`config.mk`:
```
export PLATFORM = sky130hd
export DESIGN_NAME = trs_top
export DESIGN_NICKNAME = d
export VERILOG_FILES = /design/src/trs_pkg.sv /design/src/trs_top.sv
export VERILOG_INCLUDE_DIRS = /design/src /design/src/src
export SDC_FILE = /design/constraint.sdc
export NUM_CORES = 1
export LEC_CHECK = 0
export ABC_CLOCK_PERIOD_IN_PS = 3100
export BUFFER_PORTS_ARGS = -buffer_cell sky130_fd_sc_hd__buf_2
export CORE_AREA = 5 5 260 262
export CTS_CLUSTER_DIAMETER = 200
export DETAILED_ROUTE_END_ITERATION = 8
export DIE_AREA = 0 0 265 267
export PLACE_DENSITY_LB_ADDON = 0.12
export SYNTH_ARGS = -nofsm -noshare
export SYNTH_HDL_FRONTEND = slang
export SYNTH_SLANG_ARGS = --single-unit
```
`constraint.sdc`:
```
create_clock -name core_clk -period 3.1 [get_ports core_clk]
set_input_delay 0.62 -clock core_clk [delete_from_list [all_inputs] [get_ports core_clk]]
set_output_delay 0.62 -clock core_clk [all_outputs]
set_load 0.05 [all_outputs]
```
`src/trs_regs.svh`:
```
// Register offsets, fields, reset values and timing counts of the tag read sequencer
`ifndef TRS_REGS_SVH
`define TRS_REGS_SVH
// ==========================================================
// Register offsets
`define TRS_CTRL_OFS     12'h000
`define TRS_WAIT_OFS     12'h004
`define TRS_DELAY_OFS    12'h008
`define TRS_TRIG_OFS     12'h00c
`define TRS_ADDR_OFS     12'h010
`define TRS_FIX_OFS      12'h014
`define TRS_STAT_OFS     12'h018
`define TRS_EVENT_OFS    12'h01c
`define TRS_EVCODE_OFS   12'h020
// ==========================================================
// Control fields
`define TRS_C_SEND       0
`define TRS_C_PREFIX     1
`define TRS_C_SUFFIX     2
`define TRS_C_CHECK      3
`define TRS_C_NEWONLY    4
`define TRS_C_DELAY      5
`define TRS_C_CICO       6
`define TRS_C_SENSOR     7
`define TRS_C_ALLMOV     8
`define TRS_C_SWTRIG     9
`define TRS_C_HWTRIG     10
`define TRS_C_LEDWAIT    11
`define TRS_C_RELWAIT    12
`define TRS_C_BUZWAIT    13
`define TRS_C_MIRROR     14
`define TRS_C_OUT2PWM    15
`define TRS_C_RELCONT    16
`define TRS_C_ANTON      17
`define TRS_C_READWAIT   18
`define TRS_C_ACCESS     19
`define TRS_C_FREE       20
`define TRS_CTRL_RST     32'h0012_2801
// ==========================================================
// Reset values and timing
`define TRS_WAIT_RST     16'h0001
`define TRS_DELAY_RST    16'h000a
`define TRS_TRIG_RST     16'h0001
`define TRS_ADDR_RST     8'h00
`define TRS_ADDR_MAX     8'hfe
`define TRS_FIX_RST      32'h0000_0d02
`define TRS_TICK_MS      100
`define TRS_CLK_KHZ      25000
`define TRS_TICK_CYC     (`TRS_TICK_MS * `TRS_CLK_KHZ)
`define TRS_BLINK_CYC    2500000
`define TRS_PWM_CYC      500000
`define TRS_PWM_HI       37500
`define TRS_ZERO_CHAR    8'h30
`define TRS_CR_CHAR      8'h0d
`endif

```
`src/trs_pkg.sv`:
```
// Types of the tag read sequencer
package trs_pkg;
    typedef enum logic [5:0] {
        TRS_IDLE  = 6'b000001,
        TRS_READ  = 6'b000010,
        TRS_SENS  = 6'b000100,
        TRS_WAIT  = 6'b001000,
        TRS_BLINK = 6'b010000,
        TRS_HOLD  = 6'b100000
    } trs_seq_e;
    typedef enum logic [4:0] {
        TRS_TX_IDLE = 5'b00001,
        TRS_TX_PRE  = 5'b00010,
        TRS_TX_CODE = 5'b00100,
        TRS_TX_CHK  = 5'b01000,
        TRS_TX_SUF  = 5'b10000
    } trs_tx_e;
endpackage

```
`src/trs_top.sv`:
```
// Tag read sequencer: read cycle control, code filter, frame sender, APB registers
`timescale 1ns/100ps
`include "trs_regs.svh"
module trs_top import trs_pkg::*; #(
    parameter int CODE_CHARS = 10,
    parameter int TICK_CYC   = `TRS_TICK_CYC,
    parameter int BLINK_CYC  = `TRS_BLINK_CYC,
    parameter int PWM_CYC    = `TRS_PWM_CYC,
    parameter int PWM_HI     = `TRS_PWM_HI
) (
    input  wire logic        core_clk,
    input  wire logic        resetn,
    input  wire logic        psel,
    input  wire logic        penable,
    input  wire logic        pwrite,
    input  wire logic [11:0] paddr,
    input  wire logic [31:0] pwdata,
    output logic      [31:0] prdata,
    output logic             pready,
    output logic             pslverr,
    input  wire logic        cycle_done,
    input  wire logic        tag_valid,
    input  wire logic [63:0] tag_code,
    input  wire logic        tag_listed,
    input  wire logic        sensor_out,
    input  wire logic        sensor_in,
    input  wire logic        hw_trigger,
    input  wire logic        host_trigger,
    input  wire logic [7:0]  host_addr,
    output logic             cycle_start,
    output logic             antenna_on,
    output logic             led_on,
    output logic             relay1_on,
    output logic             out2_on,
    output logic             buzzer_on,
    output logic             tx_valid,
    output logic [7:0]       tx_data,
    input  wire logic        tx_ready
);
    // ==========================================================
    // Registers
    logic [31:0] ctrl_q;
    logic [15:0] wait_q, delay_q, trig_q;
    logic [7:0]  addr_q;
    logic [31:0] fix_q;
    logic [15:0] ev_cnt_q;
    logic [63:0] ev_code_q;
    logic        ev_pend_q;
    trs_seq_e    seq_q;
    trs_tx_e     tx_q;
    logic [63:0] last_q, send_q;
    logic        zero_q, zf_q;
    logic [15:0] rep_q, trig_left_q, wait_left_q, absent_q;
    logic [31:0] tick_q, blink_q, pwm_q;
    logic        blink_lvl_q, present_q, both_q, hit_q, busy_q;
    logic [3:0]  idx_q;
    logic [7:0]  chk_q;

    function automatic logic [7:0] code_char(input logic [63:0] c, input logic [3:0] i);
        logic [3:0] nib;
        nib = c[i*4 +: 4];
        code_char = (nib < 4'ha) ? (8'h30 + {4'h0, nib}) : (8'h37 + {4'h0, nib});
    endfunction

    wire wr = psel && penable && pwrite;
    wire own_addr = (host_addr == addr_q);
    wire trig_ev = (ctrl_q[`TRS_C_SWTRIG] && host_trigger && own_addr)
                 || (ctrl_q[`TRS_C_HWTRIG] && hw_trigger);
    wire free_run = ctrl_q[`TRS_C_FREE];
    wire sens = ctrl_q[`TRS_C_SENSOR];
    wire any_sens = sensor_out || sensor_in;
    wire same = tag_valid && (tag_code == last_q);
    wire accept = tag_valid && !(same && (ctrl_q[`TRS_C_NEWONLY] || ctrl_q[`TRS_C_CICO]))
                  && !(same && ctrl_q[`TRS_C_DELAY] && rep_q < delay_q);
    wire reading = (seq_q == TRS_READ) || (seq_q == TRS_SENS && !hit_q)
                 || (seq_q == TRS_WAIT && ctrl_q[`TRS_C_READWAIT]);
    wire tick = (tick_q == 32'(TICK_CYC - 1));
    wire tx_go = !busy_q && ctrl_q[`TRS_C_SEND] && (accept || zero_q) && tx_q == TRS_TX_IDLE;

    // ==========================================================
    // APB slave
    always_ff @(posedge core_clk or negedge resetn) begin
        if (!resetn) begin
            ctrl_q  <= `TRS_CTRL_RST;
            wait_q  <= `TRS_WAIT_RST;
            delay_q <= `TRS_DELAY_RST;
            trig_q  <= `TRS_TRIG_RST;
            addr_q  <= `TRS_ADDR_RST;
            fix_q   <= `TRS_FIX_RST;
        end else if (wr) begin
            unique case (paddr)
                `TRS_CTRL_OFS:  ctrl_q  <= pwdata;
                `TRS_WAIT_OFS:  wait_q  <= (pwdata[15:0] > 16'd250) ? 16'd250 : pwdata[15:0];
                `TRS_DELAY_OFS: delay_q <= pwdata[15:0];
                `TRS_TRIG_OFS:  trig_q  <= pwdata[15:0];
                `TRS_ADDR_OFS: begin
                    if (pwdata[7:0] != 8'hff) addr_q <= pwdata[7:0];
                end
                `TRS_FIX_OFS:   fix_q   <= pwdata;
                default: ;
            endcase
        end
    end

    always_ff @(posedge core_clk or negedge resetn) begin
        if (!resetn) begin
            prdata  <= 32'h0;
            pready  <= 1'b0;
            pslverr <= 1'b0;
        end else begin
            pready  <= psel && !penable;
            pslverr <= 1'b0;
            if (psel && !penable) begin
                unique case (paddr)
                    `TRS_CTRL_OFS:   prdata <= ctrl_q;
                    `TRS_WAIT_OFS:   prdata <= {16'h0, wait_q};
                    `TRS_DELAY_OFS:  prdata <= {16'h0, delay_q};
                    `TRS_TRIG_OFS:   prdata <= {16'h0, trig_q};
                    `TRS_ADDR_OFS:   prdata <= {24'h0, addr_q};
                    `TRS_FIX_OFS:    prdata <= fix_q;
                    `TRS_STAT_OFS:   prdata <= {24'h0, ev_pend_q, present_q, seq_q};
                    `TRS_EVENT_OFS:  prdata <= {16'h0, ev_cnt_q};
                    `TRS_EVCODE_OFS: prdata <= ev_code_q[31:0];
                    default: begin
                        prdata  <= 32'h0;
                        pslverr <= 1'b1;
                    end
                endcase
            end
        end
    end

    // ==========================================================
    // Read sequence
    always_ff @(posedge core_clk or negedge resetn) begin
        if (!resetn) begin
            seq_q       <= TRS_IDLE;
            trig_left_q <= 16'h0;
            wait_left_q <= 16'h0;
            tick_q      <= 32'h0;
            both_q      <= 1'b0;
            hit_q       <= 1'b0;
        end else begin
            tick_q <= tick ? 32'h0 : tick_q + 32'h1;
            unique case (seq_q)
                TRS_IDLE: begin
                    hit_q  <= 1'b0;
                    both_q <= 1'b0;
                    if (sens && any_sens) seq_q <= TRS_SENS;
                    else if (trig_ev) begin
                        trig_left_q <= trig_q;
                        seq_q       <= TRS_READ;
                    end else if (free_run && !sens) seq_q <= TRS_READ;
                end
                TRS_READ: begin
                    if (tag_valid) begin
                        seq_q       <= TRS_WAIT;
                        wait_left_q <= wait_q;
                    end else if (cycle_done) begin
                        if (trig_left_q > 16'h1) trig_left_q <= trig_left_q - 16'h1;
                        else if (!free_run || trig_left_q == 16'h1) seq_q <= TRS_IDLE;
                        if (trig_left_q == 16'h1) trig_left_q <= 16'h0;
                    end
                end
                TRS_SENS: begin
                    if (tag_valid) hit_q <= 1'b1;
                    if (sensor_out && sensor_in) both_q <= 1'b1;
                    if ((hit_q || tag_valid) && (both_q || (sensor_out && sensor_in))) begin
                        seq_q       <= TRS_WAIT;
                        wait_left_q <= wait_q;
                    end else if (!any_sens) seq_q <= TRS_IDLE;
                end
                TRS_WAIT: begin
                    if (tick) wait_left_q <= wait_left_q - 16'h1;
                    if (wait_left_q == 16'h0)
                        seq_q <= (sens && any_sens) ? TRS_BLINK : TRS_IDLE;
                end
                TRS_BLINK: if (!any_sens) seq_q <= TRS_IDLE;
                TRS_HOLD:  seq_q <= TRS_IDLE;
            endcase
        end
    end

    // ==========================================================
    // Code filter and event memory
    always_ff @(posedge core_clk or negedge resetn) begin
        if (!resetn) begin
            last_q    <= 64'h0;
            rep_q     <= 16'h0;
            present_q <= 1'b0;
            absent_q  <= 16'h0;
            zero_q    <= 1'b0;
            ev_cnt_q  <= 16'h0;
            ev_code_q <= 64'h0;
            ev_pend_q <= 1'b0;
        end else begin
            zero_q <= 1'b0;
            if (tag_valid) begin
                last_q    <= tag_code;
                rep_q     <= (same && rep_q < delay_q) ? rep_q : 16'h0;
                present_q <= 1'b1;
                absent_q  <= 16'h0;
            end else if (cycle_done) begin
                if (rep_q != 16'hffff) rep_q <= rep_q + 16'h1;
                if (present_q) begin
                    if (absent_q >= delay_q) begin
                        present_q <= 1'b0;
                        // Only check-in forgets the code; new-only must see another code first
                        if (ctrl_q[`TRS_C_CICO]) last_q <= 64'h0;
                        zero_q    <= ctrl_q[`TRS_C_CICO];
                    end else absent_q <= absent_q + 16'h1;
                end
            end
            ev_pend_q <= 1'b0;
            if (seq_q == TRS_SENS && !any_sens) begin
                if (both_q || ctrl_q[`TRS_C_ALLMOV]) begin
                    ev_cnt_q  <= ev_cnt_q + 16'h1;
                    ev_code_q <= 64'h0;
                    ev_pend_q <= 1'b1;
                end
            end else if (seq_q == TRS_SENS && hit_q && both_q) begin
                ev_code_q <= last_q;
            end else if (seq_q == TRS_WAIT && sens && wait_left_q == 16'h0) begin
                ev_cnt_q  <= ev_cnt_q + 16'h1;
                ev_code_q <= last_q;
                ev_pend_q <= 1'b1;
            end
        end
    end

    // ==========================================================
    // Frame sender: prefix, code, check char, suffix
    always_ff @(posedge core_clk or negedge resetn) begin
        if (!resetn) begin
            tx_q     <= TRS_TX_IDLE;
            tx_valid <= 1'b0;
            tx_data  <= 8'h0;
            idx_q    <= 4'h0;
            chk_q    <= 8'h0;
            send_q   <= 64'h0;
            busy_q   <= 1'b0;
            zf_q     <= 1'b0;
        end else begin
            if (tx_valid && tx_ready) tx_valid <= 1'b0;
            if (tx_go) begin
                // Host shares the line, so a busy frame drops new codes
                busy_q <= 1'b1;
                zf_q   <= zero_q;
                send_q <= zero_q ? 64'h0 : tag_code;
                idx_q  <= 4'h0;
                chk_q  <= 8'h0;
                tx_q   <= ctrl_q[`TRS_C_PREFIX] && !zero_q ? TRS_TX_PRE : TRS_TX_CODE;
            end else if (!tx_valid || tx_ready) begin
                unique case (tx_q)
                    TRS_TX_IDLE: busy_q <= 1'b0;
                    TRS_TX_PRE: begin
                        tx_data  <= fix_q[7:0];
                        tx_valid <= 1'b1;
                        tx_q     <= TRS_TX_CODE;
                    end
                    TRS_TX_CODE: begin
                        tx_data  <= zf_q ? `TRS_ZERO_CHAR
                                    : code_char(send_q, 4'(CODE_CHARS - 1) - idx_q);
                        chk_q    <= chk_q ^ code_char(send_q, 4'(CODE_CHARS - 1) - idx_q);
                        tx_valid <= 1'b1;
                        idx_q    <= idx_q + 4'h1;
                        // Absence frame is nine zeros, then CR from the suffix step
                        if (zf_q && idx_q == 4'h8)
                            tx_q <= TRS_TX_SUF;
                        else if (idx_q == 4'(CODE_CHARS - 1))
                            tx_q <= ctrl_q[`TRS_C_CHECK] ? TRS_TX_CHK
                                  : (ctrl_q[`TRS_C_SUFFIX] ? TRS_TX_SUF : TRS_TX_IDLE);
                    end
                    TRS_TX_CHK: begin
                        tx_data  <= chk_q;
                        tx_valid <= 1'b1;
                        tx_q     <= ctrl_q[`TRS_C_SUFFIX] ? TRS_TX_SUF : TRS_TX_IDLE;
                    end
                    TRS_TX_SUF: begin
                        tx_data  <= zf_q ? `TRS_CR_CHAR : fix_q[15:8];
                        tx_valid <= 1'b1;
                        tx_q     <= TRS_TX_IDLE;
                    end
                endcase
            end
        end
    end

    // ==========================================================
    // Actuators
    always_ff @(posedge core_clk or negedge resetn) begin
        if (!resetn) begin
            cycle_start <= 1'b0;
            antenna_on  <= 1'b0;
            led_on      <= 1'b0;
            relay1_on   <= 1'b0;
            out2_on     <= 1'b0;
            buzzer_on   <= 1'b0;
            blink_q     <= 32'h0;
            blink_lvl_q <= 1'b0;
            pwm_q       <= 32'h0;
        end else begin
            cycle_start <= reading && ctrl_q[`TRS_C_ANTON];
            antenna_on  <= reading && ctrl_q[`TRS_C_ANTON];
            if (blink_q == 32'(BLINK_CYC - 1)) begin
                blink_q     <= 32'h0;
                blink_lvl_q <= !blink_lvl_q;
            end else blink_q <= blink_q + 32'h1;
            pwm_q <= (pwm_q == 32'(PWM_CYC - 1)) ? 32'h0 : pwm_q + 32'h1;
            led_on <= (seq_q == TRS_BLINK) ? blink_lvl_q
                    : (seq_q == TRS_WAIT && ctrl_q[`TRS_C_LEDWAIT]);
            buzzer_on <= seq_q == TRS_WAIT && ctrl_q[`TRS_C_BUZWAIT];
            relay1_on <= ctrl_q[`TRS_C_RELCONT]
                       || (seq_q == TRS_WAIT && ctrl_q[`TRS_C_RELWAIT])
                       || (ctrl_q[`TRS_C_CICO] && ctrl_q[`TRS_C_RELWAIT] && present_q
                           && (!ctrl_q[`TRS_C_ACCESS] || tag_listed));
            out2_on <= ctrl_q[`TRS_C_OUT2PWM] ? (pwm_q < 32'(PWM_HI))
                     : (ctrl_q[`TRS_C_MIRROR] && relay1_on);
        end
    end
endmodule // trs_top

```
=== Word-level counts from Yosys, hierarchy flattened ===
Cells that the tools add are included.

* Register bits after elaboration: 535
* Bits in latches: 0
* Bits in writable memories: 0
* Bits in read-only memories: 0
* Input bits: 129
* Output and inout bits: 49
* Logic and storage cells: 307
* Memories: 0

* $add $sub $neg: 12
* $mul: 0
* Div/mod/pow operators: 0
* $lt $le $gt $ge: 6
* Equal/unequal tests: 49
* Shift-type cells: 1
* Muxes and demuxes: 95
* Bitwise operators: 2
* Reductions and logical operators: 103

{| class="wikitable"
|+ Operators with widths
! kind !! number
|-
| 64-bit two-way mux || 6
|-
| 16-bit two-way mux || 22
|-
| 32-bit one-hot mux with 9 select lines || 1
|-
| 32-bit two-way mux || 7
|-
| 32-bit by 1-bit adder with 32-bit output (second input constant) || 3
|-
| 32-bit by 22-bit equality test with 1-bit output (second input constant) || 2
|-
| 64-bit equality test || 1
|-
| 64-bit by 7-bit variable part select with 4-bit output || 1
|-
| 6-bit two-way mux || 10
|-
| 16-bit by 1-bit adder with 16-bit output (second input constant) || 3
|-
| 12-bit by 5-bit equality test with 1-bit output (second input constant) || 4
|-
| 16-bit one-hot mux with 3 select lines || 1
|-
| 8-bit two-way mux || 5
|-
| 1-bit logical AND || 38
|-
| 6-bit one-hot mux with 6 select lines || 1
|-
| 5-bit two-way mux || 7
|-
| 32-bit by 19-bit equality test with 1-bit output (second input constant) || 1
|-
| 32-bit by 16-bit < comparator with 1-bit output (second input constant) || 1
|-
| 16-bit one-hot mux with 2 select lines || 1
|-
| 8-bit one-hot mux with 4 select lines || 1
|-
| 16-bit by 1-bit subtractor with 16-bit output (second input constant) || 2
|-
| 2-bit != test (second input constant) || 13
|-
| 1-bit two-way mux || 25
|-
| 12-bit by 4-bit equality test with 1-bit output (second input constant) || 2
|-
| other kinds (53) || 110
|}

=== Longest topological paths before layout ===
Gate-level depths: netlist (run 1).

* Word-level depth: 11
* Depth in mapped cells: 14
* Mapped depth without buffers: 12

=== Least setup slack after synthesis (run 1) ===
Ideal clock, no wire load.

* Path type: flip-flop to flip-flop
* Start point: register idx_q[1]
* End point: register chk_q[2]
* Library setup time: 78 ps
* Arrival: 3159 ps
* Data required time: 3022 ps
* Slack: -137 ps
* Cell stages (with the launch flop): 14
* Path buffers: 2
* Clock period less this slack: 3237 ps
* Cell sequence: dfrtp_1 -> buf_2 -> buf_1 -> inv_1 -> ha_1 -> xor2_1 -> mux4_2 -> inv_1 -> ha_1 -> nand2_1 -> nor3_1 -> a21oi_1 -> or3_1 -> a21oi_1

* Longest elaborated chain between the ends: 8
* Elaborated cells on any way between the ends: 10
* Classes of those cells: add/sub (3); order compare (1); shift (1); mux (4); bitwise (1)

{| class="wikitable"
|+ RTL lines
! item !! RTL line !! text
|-
| from (decl) || trs_top.sv:56 || <nowiki>logic [3:0] idx_q;</nowiki>
|-
| from (signal assigned) || trs_top.sv:266 || <nowiki>idx_q <= idx_q + 4'h1;</nowiki>
|-
| 4-bit subtractor (*) || trs_top.sv:264 || <nowiki>chk_q <= chk_q ^ code_char(send_q, 4'(CODE_CHARS - 1) - idx_q);</nowiki>
|-
| 64-bit by 7-bit variable part select with 4-bit output (*) || trs_top.sv:61 || <nowiki>nib = c[i*4 +: 4];</nowiki>
|-
| 6-bit by 4-bit adder with 7-bit output / 4-bit < comparator (equally long branches) || trs_top.sv:62 || <nowiki>code_char = (nib < 4'ha) ? (8'h30 + {4'h0, nib}) : (8'h37 + {4'h0, nib});</nowiki>
|-
| 7-bit two-way mux (*) || trs_top.sv:62 ||
|-
| 8-bit by 7-bit bitwise XOR with 8-bit output (*) || trs_top.sv:264 ||
|-
| 8-bit two-way mux (*) || trs_top.sv:254 || <nowiki>unique case (tx_q)</nowiki>
|-
| 8-bit two-way mux (*) || trs_top.sv:253 || <nowiki>end else if (!tx_valid || tx_ready) begin</nowiki>
|-
| 8-bit two-way mux (*) || trs_top.sv:245 || <nowiki>if (tx_go) begin</nowiki>
|-
| to (signal assigned) || trs_top.sv:264 ||
|-
| to (decl) || trs_top.sv:57 || <nowiki>logic [7:0] chk_q;</nowiki>
|}

Every way passes the cells marked *; elsewhere a longest branch is shown, timed or not. The select of a mux whose other input is x is not followed.
A chain may end at the register's enable or synchronous reset.

=== Worst setup path after layout (run 1) ===
* Start point: register rep_q[15]
* End point: register send_q[5]

* Longest elaborated chain between the ends: 7

{| class="wikitable"
|+ RTL lines
! item !! RTL line !! text
|-
| from (decl) || trs_top.sv:53 || <nowiki>logic [15:0] rep_q, trig_left_q, wait_left_q, absent_q;</nowiki>
|-
| from (signal assigned) || trs_top.sv:200 || <nowiki>rep_q <= (same && rep_q < delay_q) ? rep_q : 16'h0;</nowiki>
|-
| from (signal assigned) || trs_top.sv:204 || <nowiki>if (rep_q != 16'hffff) rep_q <= rep_q + 16'h1;</nowiki>
|-
| 16-bit < comparator || trs_top.sv:74 || <nowiki>&& !(same && ctrl_q[`TRS_C_DELAY] && rep_q < delay_q);</nowiki>
|-
| 1-bit logical AND || trs_top.sv:74 ||
|-
| 1-bit zero test || trs_top.sv:74 ||
|-
| 1-bit logical AND || trs_top.sv:73 || <nowiki>wire accept = tag_valid && !(same && (ctrl_q[`TRS_C_NEWONLY] || ctrl_q[`TRS_C_CICO]))</nowiki>
|-
| 1-bit logical OR || trs_top.sv:78 || <nowiki>wire tx_go = !busy_q && ctrl_q[`TRS_C_SEND] && (accept || zero_q) && tx_q == TRS_TX_IDLE;</nowiki>
|-
| 1-bit logical AND (2 in series) || trs_top.sv:78 ||
|-
| to (signal assigned) || trs_top.sv:249 || <nowiki>send_q <= zero_q ? 64'h0 : tag_code;</nowiki>
|-
| to (decl) || trs_top.sv:51 || <nowiki>logic [63:0] last_q, send_q;</nowiki>
|}

Every way passes these cells.

==> results by group, run 1 <==
Power and ir drop
  • Design Power: between 15 and 20 mW
  • Lkg Pwr: around 14 nW
  • Power Density: about 600 mW/mm²
  • Worst vdd ir: approximately 0.40 mV

STA
  • RSZ-0062 raised after global routing: true
  • Count of final max-slew check failures: 0
  • Slew @ Worst Pin: about 1.3 ns
  • Hold WS: -0.00618 ns
  • Max_slew headroom: about an eighth
  • Tcrit/Tclk final: a little over nine tenths
  • Worst Skew: 0.0261 ns
  • Maximum operating frequency: between 0.3 and 0.4 GHz
  • # setup viols final: 0
  • Final Hold Fails: 1
  • Tmin final: 3.02 ns

Global route
  • First-pass GRT wire length: between 100 and 150 mm
  • Vias in the first global route: between 20000 and 25000
  • GRT Total Usage: 22.4%
  • Largest net degree at the start of global routing: 159
  • Grt ovf: 0
  • Initial antenna violation count: 1

Detailed routing
  • Drt wl/cell: approximately 23 µm
  • Initial DRC count: just under 2000
  • 1st-pass router iterations: 8
  • Via density: roughly 5.7
  • # DRC: 0
  • Total Wirelength: approximately 81 mm
  • Antenna Nets Post-Route: 0
  • Via count: 20200

Logic synthesis
  • Cells after synthesis: 2439
  • YS warnings: 0
  • Seq/Total Area, Yosys: 52.2%
  • Post-Synthesis Cell Area: between 0.02 and 0.03 mm²
  • Number of synthesized flops with an enable pin: 0
  • Synth async-reset ratio: 100%
  • Ys flop type: dfrtp_1
  • Synth top area share: roughly half
  • Mean Syn Cell Area: approximately 11 µm²
  • Distinct cells, synth: 80
  • Syn Nets: between 2000 and 3000
  • #FFs+latches synth: 534
  • Yosys top cell by area: dfrtp_1
  • Top cells by area, synth: dfrtp_1 51%, xnor2_1 4.4%, nand2_1 4.1%

Die
  • Die W: 265 µm
  • Die area: around 0.071 mm²
  • Chip height: around 270 µm
  • Num ports: ~180
  • Core Rows: 94
  • Initial core utilization: roughly two fifths
  • Core area: between 0.06 and 0.07 mm²

Status
  • Outcome: finished with violations
  • Failing checks: negative hold slack

Clocking
  • Clk root buf: clkbuf_16
  • CTS Buffer Depth: 3
  • Clock sink count: 534
  • Skew-Pair Late Insertion Delay: about 0.64 ns
  • CTS tree: done
  • Num CTS Buffers: about 60
  • H-tree depth: 2
  • Worst-path clk slew: about 0.060 ns

Worst hold path
  • Worst min path class: in2async

Place
  • PortBufs: between 150 and 200
  • GP Congestion: 0.885
  • Detailed Place HPWL: around 59 mm
  • Dpl cells: 3461

Worst setup path
  • Required time of the worst setup path: 3.67 ns
  • Critical Path Source Type: register
  • Worst Setup End Kind: register
  • Crit-path max FO: 32
  • Worst EP arrival: between 3 and 4 ns
  • Crit Path Class: reg2reg

Cells and area
  • Nets: roughly 2800
  • Share of cells above drive strength 1: 20.2%
  • Area Growth Syn to Fin: 19.2%
  • Finished Layout Cells: ~3600

Run
  • Max-cap violations: 0
per-stage QoR:
stage	instance area, µm²	utilization (%)	worst slack (ns)	TNS, ns
floorplan	25600	-	0.140	0
global placement	28200	43.3	0.0695	0
detailed placement	28200	43.3	0.0928	0
CTS	30500	46.7	0.0770	0
global route	30500	46.8	-0.0384	-1.23
finish	30500	46.9	0.0834	0
routing by layer:
| layer | wire (µm) | up-vias | global-route usage, % | share of wire, % |
|---|---|---|---|---|
| met3 | 4670 | 155 | 4.09 | 5.8 |
| met4 | 2880 | 0 | 7.44 | 3.5 |
| met5 | 0 | - | 0 | 0 |
| met2 | 36600 | 595 | 34.6 | 45 |
| li1 | - | 9295 | - | - |
| met1 | 36900 | 10200 | 32.1 | 46 |
path summary, 6_finish.rpt:
| kind | start | to | slack (ns) | depth (start not counted) |
|---|---|---|---|---|
| min in group core_clk | pwdata[28] | ctrl_q[28]$_DFFE_PN0P_ | 0.23 | 2 |
| hold reg to reg | blink_q[4]$_DFF_PN0_ | blink_q[4]$_DFF_PN0_ | 0.47 | 1 |
| max in group asynchronous | resetn | fix_q[1]$_DFFE_PN1P_ | 2.24 | 2 |
| setup reg to reg | rep_q[15]$_DFFE_PN0P_ | send_q[5]$_DFFE_PN0N_ | 0.08 | 11 |
| hold / removal | resetn | blink_q[27]$_DFF_PN0_ | -0.006 | 1 |
| setup / recovery | rep_q[15]$_DFFE_PN0P_ | send_q[5]$_DFFE_PN0N_ | 0.08 | 11 |
power by group:
part           total [mW]  internal (mW)  switching (mW)  leakage (nW)
clock                8.01           5.01            3.00          1.11
sequential           7.60           7.29           0.310          7.02
combinational        2.40          0.882            1.52          5.97
sequential cells by signal (all words and copies together) (netlist names), 16 cells and up:
signal       flops
absent_q        16
blink_q         32
ctrl_q          32
delay_q         16
ev_cnt_q        16
ev_code_q       32
fix_q           32
last_q          64
prdata          32
pwm_q           32
rep_q           16
send_q          64
tick_q          32
trig_left_q     16
trig_q          16
wait_left_q     16
wait_q          16
repair_timing:
action / 4_1_cts / 5_1_grt
endpoints found under the hold margin: 0 / 0
hold buffers: 0 / 0
setup buffers: 0 / 2
setup endpoints to repair: 0 / 75
resized for setup: 0 / 8
cell usage in the layout (no fill, tap or decap), types with 34 or more instances in the layout:
| master | n |
|---|---|
| o21ai_0 | 182 |
| dfrtp_1 | 518 |
| a222oi_1 | 34 |
| a21oi_1 | 80 |
| inv_1 | 56 |
| xnor2_1 | 129 |
| xor2_1 | 72 |
| nand2_1 | 280 |
| nand3_1 | 68 |
| buf_2 | 175 |
| nor2_1 | 193 |
| ha_1 | 45 |
| a22o_1 | 100 |
| clkbuf_16 | 63 |
| a22oi_1 | 43 |
| nand4_1 | 42 |
| buf_4 | 78 |
| nor3_1 | 40 |
| mux2_2 | 92 |
final cells by class:
type	instances	area (µm²)
diodes	3	7.51
repair buffers	276	1920
well taps	864	1080
clock inverters	28	512
multi-input cells	1735	11700
clock buffers	85	1750
inverters	56	210
flip-flops and latches	534	13400
fillers	6101	34600
cell usage after synthesis, types with 24 or more instances:
library cell,count
xor2_1,73
inv_1,56
nand3_1,69
a21oi_1,81
nor4_1,34
mux2_2,92
ha_1,45
a22oi_1,43
a222oi_1,34
nand2_1,281
o21ai_0,183
xnor2_1,129
nor3_1,44
a22o_1,100
a31oi_1,25
nor2b_1,24
nor2_1,194
and3_1,31
nand4_1,42
clkbuf_1,90
dfrtp_1,519
logic make-up after synthesis:
family / synth area share, %
DFF: 52.2
buffers and inverters: 2.61
xor gates and xnor gates: 6.91
other: 0.0146
AOI/OAI and AO/OA: 14.9
adders and majority gates: 2.20
muxes: 5.84
and+or+nand+nor: 15.2
worst max-delay path, cell delays in order, from the launching register on:
cell,delay (ns)
dfrtp_1,0.41
ha_1,0.33
nand4_1,0.15
or3_1,0.38
a221o_1,0.27
o211ai_1,0.17
o211ai_1,0.19
buf_4,0.23
a211oi_4,0.22
buf_4,0.19
buf_8,0.26
a22o_1,0.17
Power figures use the tool's default switching activity.
==> run 2, diff against run 1 <==
--- a/config.mk
+++ b/config.mk
@@ -13,6 +13,8 @@
 export DETAILED_ROUTE_END_ITERATION = 8
 export DIE_AREA = 0 0 265 267
 export PLACE_DENSITY_LB_ADDON = 0.12
+export REMOVE_ABC_BUFFERS = 1
+export SETUP_SLACK_MARGIN = 0.5
 export SYNTH_ARGS = -nofsm -noshare
 export SYNTH_HDL_FRONTEND = slang
 export SYNTH_SLANG_ARGS = --single-unit
==> run 2 against run 1 <==
  * The run now ends clean
  * Non-clock buffer count up 98
  * Total power is 3.5% lower
  * Via count increased by 3.4%
  * First-iteration DRC count down 7.8%
  * Die area did not move
  * Final cell count increased by 2.5%
  * Combinational power is 9.2% higher
  * Clock power down 11%
  * Sequential power is essentially flat
  * Sequential share of layout area down 2.3 points
  * Critical endpoint is now tx_q[2]$_DFFE_PN0P_
==> results by group, run 2 (same netlist as run 1, synthesis figures left out) <==
Global route
  • GRT busiest layer: met2
  • Met2 usage: between 30% and 40%
  • Initial antenna violation count: 2
  • Met3 usage: just over 4%
  • GRT Total Usage: 22.9%
  • Grt ovf: 0
  • First-pass GRT wire length: around 130 mm
  • Largest net degree at the start of global routing: ~130
  • M1 GR Usage: 32.9%
  • Vias in the first global route: slightly above 20000

STA
  • Count of final max-slew check failures: 0
  • Maximum operating frequency: ~0.33 GHz
  • Slew @ Worst Pin: 1.35 ns
  • Worst Skew: between 0.02 and 0.025 ns
  • Tcrit/Tclk final: between 90% and 100%
  • Tmin final: 3.01 ns
  • # setup viols final: 0
  • Max_slew headroom: under 10%
  • Hold WS: approximately 0.23 ns
  • RSZ-0062 raised after global routing: true
  • Final Hold Fails: 0

Worst setup path
  • Crit-path max FO: 3
  • Max stage delay cell, worst path: dfrtp_1
  • FF-to-FF path depth: 11
  • Worst R2R End: tx_q[2]$_DFFE_PN0P_
  • CP bufs+invs: 2
  • Critical Path Source Type: register
  • Worst Setup End Kind: register
  • Worst path max stage delay: roughly 0.43 ns
  • Reg2reg start: rep_q[14]$_DFFE_PN0P_
  • Top delay family on crit path: compound AO/OA/AOI/OAI gates
  • Required time of the worst setup path: between 3 and 4 ns
  • Reg2reg setup slack: around 0.09 ns
  • Crit-path cells: ha_4, nand4_1, or3_1, a221o_1, o211ai_1, o211ai_1, buf_4, a211oi_4, buf_4, a21oi_2, mux2_4
  • Worst EP arrival: 3.52 ns
  • Crit Path Class: reg2reg

Worst hold path
  • Hold path cells: 2
  • Hold Startpoint: pwdata[29]
  • Worst min path class: in2reg
  • Hold path endpoint: ctrl_q[29]$_DFFE_PN0P_

Clocking
  • Num CTS Buffers: 60
  • Worst-path clk slew: roughly 0.06 ns
  • Skew-Pair Late Insertion Delay: 0.64 ns
  • Clk root buf: clkbuf_16
  • H-tree depth: 2
  • CTS Buffer Depth: 3
  • CTS tree: done
  • Clock sink count: between 500 and 600

Detailed routing
  • # DRC: 0
  • Initial DRC count: around 1800
  • Drt wl/cell: about 23 µm
  • Via density: around 5.7
  • Total Wirelength: roughly 86 mm
  • 1st-pass router iterations: 6
  • Via count: 20900
  • Antenna Nets Post-Route: 0

Die
  • Initial core utilization: roughly two fifths
  • Chip height: between 200 and 300 µm
  • Core area: approximately 0.065 mm²
  • Die W: ~270 µm
  • Num ports: between 150 and 200
  • Core Rows: 94
  • Die area: just over 0.07 mm²

Cells and area
  • Finished Layout Cells: 3670
  • Commonest non-fill, non-tap cell in the layout: dfrtp_1
  • Nets: approximately 3000
  • Commonest non-fill, non-tap cells in the layout: 518 x dfrtp_1, 247 x nand2_1, 184 x nor2_1, 175 x buf_2, 128 x buf_4
  • Antenna cells: 0
  • Biggest regs: last_q (64), send_q (64)
  • Share of cells above drive strength 1: between 20% and 30%
  • Area Growth Syn to Fin: 25.8%
  • Fin util: 49.5%
  • Final instance area: between 0.03 and 0.04 mm²

Place
  • PortBufs: 177
  • Dpl cells: between 3000 and 4000
  • DP Area: 0.0281 mm²
  • GP Congestion: roughly 0.9
  • Detailed Place HPWL: around 58 mm

Power and ir drop
  • Worst vdd ir: 0.390 mV
  • Power Density: around 540 mW/mm²
  • Lkg Pwr: 14.7 nW

Status
  • Outcome: complete, no violations

Run
  • Max-cap violations: 0
## run 2: changes by cell type in the layout (fill, tap and decap cells not counted), moves of 12 or more
cell,delta
buf_6,+28
buf_4,+50
nand2_1,-33
o21ai_0,-68
o21ai_2,+15
nor4_1,-12
nand2_2,+30
o21ai_1,+52
nor3_1,-12
## run 2: worst max path at each step
| stage | from | end | cells after the start |
|---|---|---|---|
| 2_1_floorplan | paddr[11] | fix_q[10]$_DFFE_PN1P_ | 4 |
| 3_3_place_gp | tag_code[41] | send_q[7]$_DFFE_PN0N_ | 10 |
| 3_5_place_dp | tag_code[41] | send_q[14]$_DFFE_PN0N_ | 10 |
| 4_1_cts | rep_q[13]$_DFFE_PN0P_ | tx_q[2]$_DFFE_PN0P_ | 11 |
| 5_1_grt | delay_q[15]$_DFFE_PN0P_ | tx_q[2]$_DFFE_PN0P_ | 12 |
| 6_report | rep_q[14]$_DFFE_PN0P_ | tx_q[2]$_DFFE_PN0P_ | 11 |
## run 2: where the power goes
| group | switching (mW) | internal [mW] |
|---|---|---|
| registers | 0.341 | 7.29 |
| clock network | 2.97 | 4.18 |
| logic | 1.60 | 1.01 |
| total | 4.91 | 12.5 |
## run 2: routing by layer
| layer | vias up | routed length [µm] |
|---|---|---|
| met4 | 2 | 2150 |
| met1 | 10600 | 37700 |
| met5 | - | 13 |
| li1 | 9491 | - |
| met3 | 117 | 5840 |
| met2 | 751 | 40100 |
## run 2: what timing repair did
action / 4_1_cts / 5_1_grt
cloned: 4 / 15
setup buffers: 43 / 37
hold buffers: 1 / 0
pin swaps: 55 / 42
hold endpoints to repair: 45 / 0
setup endpoints to repair: 230 / 250
resized for setup: 114 / 177
## run 2: per-stage QoR
stage	setup slack [ns]	TNS (ns)	total power, mW
6_report	0.0908	0	17.4
2_1_floorplan	-1.66	-211.05	8.98
3_5_place_dp	0.00996	0	10.1
4_1_cts	0.157	0	17.4
5_1_grt	0.00638	0	18.1
3_3_place_gp	-0.0700	-3.79	9.99
## run 2: cell type report
cell class	instances	area, µm²
well taps	864	1080
clock inverters	23	273
repair buffers	374	3070
fillers	5897	32900
flip-flops and latches	534	13400
clock buffers	84	1680
inverters	56	210
multi-input cells	1735	12500
==> run 3, diff against run 2 <==
--- a/config.mk
+++ b/config.mk
@@ -6,12 +6,12 @@
 export SDC_FILE = /design/constraint.sdc
 export NUM_CORES = 1
 export LEC_CHECK = 0
-export ABC_CLOCK_PERIOD_IN_PS = 3100
+export ABC_CLOCK_PERIOD_IN_PS = 3200
 export BUFFER_PORTS_ARGS = -buffer_cell sky130_fd_sc_hd__buf_2
-export CORE_AREA = 5 5 260 262
+export CORE_AREA = 5 5 215 217
 export CTS_CLUSTER_DIAMETER = 200
 export DETAILED_ROUTE_END_ITERATION = 8
-export DIE_AREA = 0 0 265 267
+export DIE_AREA = 0 0 220 222
 export PLACE_DENSITY_LB_ADDON = 0.12
 export REMOVE_ABC_BUFFERS = 1
 export SETUP_SLACK_MARGIN = 0.5
==> constraint.sdc (replaced) <==
create_clock -name core_clk -period 3.2 [get_ports core_clk]
set_input_delay 0.64 -clock core_clk [delete_from_list [all_inputs] [get_ports core_clk]]
set_output_delay 0.64 -clock core_clk [all_outputs]
set_load 0.05 [all_outputs]
==> run 3 against run 2 <==
  * The flow now finishes with violations (negative hold slack)
  * Sequential share of layout area increased by 1.2 points
  * First-iteration DRC count increased by 45%
  * Clock skew decreased by 0.014 ns
  * Clock-buffer cell count decreased by 8
  * Largest cell class unchanged
==> results by group, run 3 (same netlist as run 1, synthesis figures left out) <==
Die
  • Core area: around 0.044 mm²
  • Core Rows: 77
  • Num ports: approximately 180
  • Chip height: roughly 220 µm
  • Die W: 220 µm
  • Die area: about 0.05 mm²
  • Initial core utilization: about 60%

STA
  • Final Hold Fails: 1
  • Tcrit/Tclk final: 91.5%
  • Worst Skew: around 0.010 ns
  • Hold WS: -0.0183 ns
  • # setup viols final: 0
  • Tmin final: 2.93 ns
  • RSZ-0062 raised after global routing: true
  • Max_slew headroom: between 15 and 20%
  • Slew @ Worst Pin: 1.20 ns
  • Maximum operating frequency: about 0.34 GHz
  • Count of final max-slew check failures: 0
  • Worst setup margin: 0.271 ns

Place
  • Dpl cells: between 3000 and 4000
  • GP Congestion: ~0.93
  • PortBufs: 177
  • Dpl ws: -0.0264 ns
  • Detailed Place HPWL: between 50 and 60 mm
  • DP Area: between 0.02 and 0.03 mm²

Worst setup path
  • Top delay family on crit path: simple AND/OR/NAND/NOR gates
  • Required time of the worst setup path: 3.67 ns
  • Crit Path Class: reg2reg
  • Crit-path cells: ha_4, nand4_1, buf_4, a31oi_1, a2111oi_2, o211ai_1, buf_4, buf_6, nor3_4, buf_6, nor4_4, xnor2_1, nor2_1
  • Critical Path Source Type: register
  • Max stage delay cell, worst path: nor3_4
  • Crit-path max FO: 6
  • Worst Setup End Kind: register
  • Worst EP arrival: 3.40 ns
  • CP bufs+invs: 4
  • Worst path max stage delay: about 0.46 ns

Worst hold path
  • Worst min path class: in2async

Cells and area
  • Fin util: a little under three quarters
  • Nets: roughly 2900
  • Commonest non-fill, non-tap cell in the layout: dfrtp_1
  • Area Growth Syn to Fin: 22.3%
  • Finished Layout Cells: around 3400
  • Share of cells above drive strength 1: around a quarter
  • Final instance area: ~0.031 mm²
  • Commonest non-fill, non-tap cells in the layout: 516 x dfrtp_1, 252 x nand2_1, 186 x nor2_1, 175 x buf_2, 137 x o21ai_0
  • Biggest regs: last_q (64), send_q (64)

Detailed routing
  • Initial DRC count: roughly 2600
  • Drt wl/cell: 23.7 µm
  • Via count: approximately 21000
  • 1st-pass router iterations: 6
  • Total Wirelength: between 70 and 80 mm
  • # DRC: 0
  • Via density: between 6 and 7
  • Antenna Nets Post-Route: 0

Clocking
  • Worst-path clk slew: 0.06 ns
  • CTS tree: done
  • Num CTS Buffers: between 50 and 60
  • Clock sink count: around 530
  • Clk root buf: clkbuf_16
  • H-tree depth: 2
  • Skew-Pair Late Insertion Delay: a little over 0.6 ns
  • CTS Buffer Depth: 3

Status
  • Outcome: finished with violations
  • Failing checks: negative hold slack

Global route
  • Grt ovf: 0
  • First-pass GRT wire length: between 100 and 150 mm
  • Largest net degree at the start of global routing: approximately 130
  • GRT Total Usage: 30.9%
  • Vias in the first global route: around 21000
  • Initial antenna violation count: 0

Run
  • Max-cap violations: 0

Power and ir drop
  • Lkg Pwr: about 14 nW
  • Power Density: around 540 mW/mm²
  • Worst vdd ir: roughly 0.45 mV
## run 3: cell count changes in the layout (fill, tap and decap cells not counted), moves of 10 or more
cell      previous run  this run
o21ai_1             53        42
buf_6               28        18
clkinv_2             9        19
o21ai_0            114       137
clkbuf_1            15         5
buf_4              128       107
o21ai_2             17         5
## run 3: final cells by class
| cell class | instances | area [µm²] |
|---|---|---|
| clock inverter | 30 | 340 |
| antenna | 1 | 2.50 |
| fill | 3159 | 12600 |
| tap | 592 | 741 |
| clock buffer | 76 | 1640 |
| timing repair buffer | 335 | 2620 |
| sequential | 534 | 13400 |
| inverter | 56 | 210 |
| multi-input combinational | 1735 | 12400 |
## run 3: repair_timing
| item | 4_1_cts | 5_1_grt |
|---|---|---|
| pin swaps | 37 | 75 |
| setup buffers | 30 | 32 |
| gates cloned | 4 | 11 |
| endpoints found under the setup margin | 172 | 258 |
| resized for setup | 76 | 162 |
| hold buffers | 0 | 0 |
## run 3: metrics by stage
step,TNS (ns),total power [mW]
finish,0,16.8
global route,0,17.4
CTS,0,16.6
detailed placement,-0.163,9.65
global placement,-2.02,9.59
floorplan,-187.48,8.70
## run 3: final timing paths
kind	cells past startpoint	startpoint	end	slack, ns
max	13	rep_q[11]$_DFFE_PN0P_	rep_q[8]$_DFFE_PN0P_	0.27
min	1	resetn	prdata[22]$_DFFE_PN0P_	-0.02
max reg2reg	13	rep_q[11]$_DFFE_PN0P_	rep_q[8]$_DFFE_PN0P_	0.27
min reg2reg	1	blink_q[4]$_DFF_PN0_	blink_q[4]$_DFF_PN0_	0.47
max in group asynchronous	2	resetn	last_q[44]$_DFFE_PN0P_	2.22
min in group core_clk	2	pwdata[25]	ctrl_q[25]$_DFFE_PN0P_	0.27
## run 3: where the power goes
group	switching (mW)	internal [mW]	leakage (nW)	total, mW
sequential	0.323	7.06	7.01	7.38
combinational	1.51	0.913	6.38	2.42
clock	2.81	4.15	1.00	6.96
total	4.65	12.1	14.4	16.8
## run 3: per-layer routing
layer / share of wire, % / vias up / routed length [µm] / global-route usage [%]
met2: 46 / 1092 / 37000 / 47.3
met1: 41 / 10700 / 32500 / 45.3
met3: 8.8 / 212 / 7020 / 4.89
met4: 4.1 / 0 / 3250 / 10.5
met5: 0 / - / 0 / 0
li1: - / 9408 / - / -
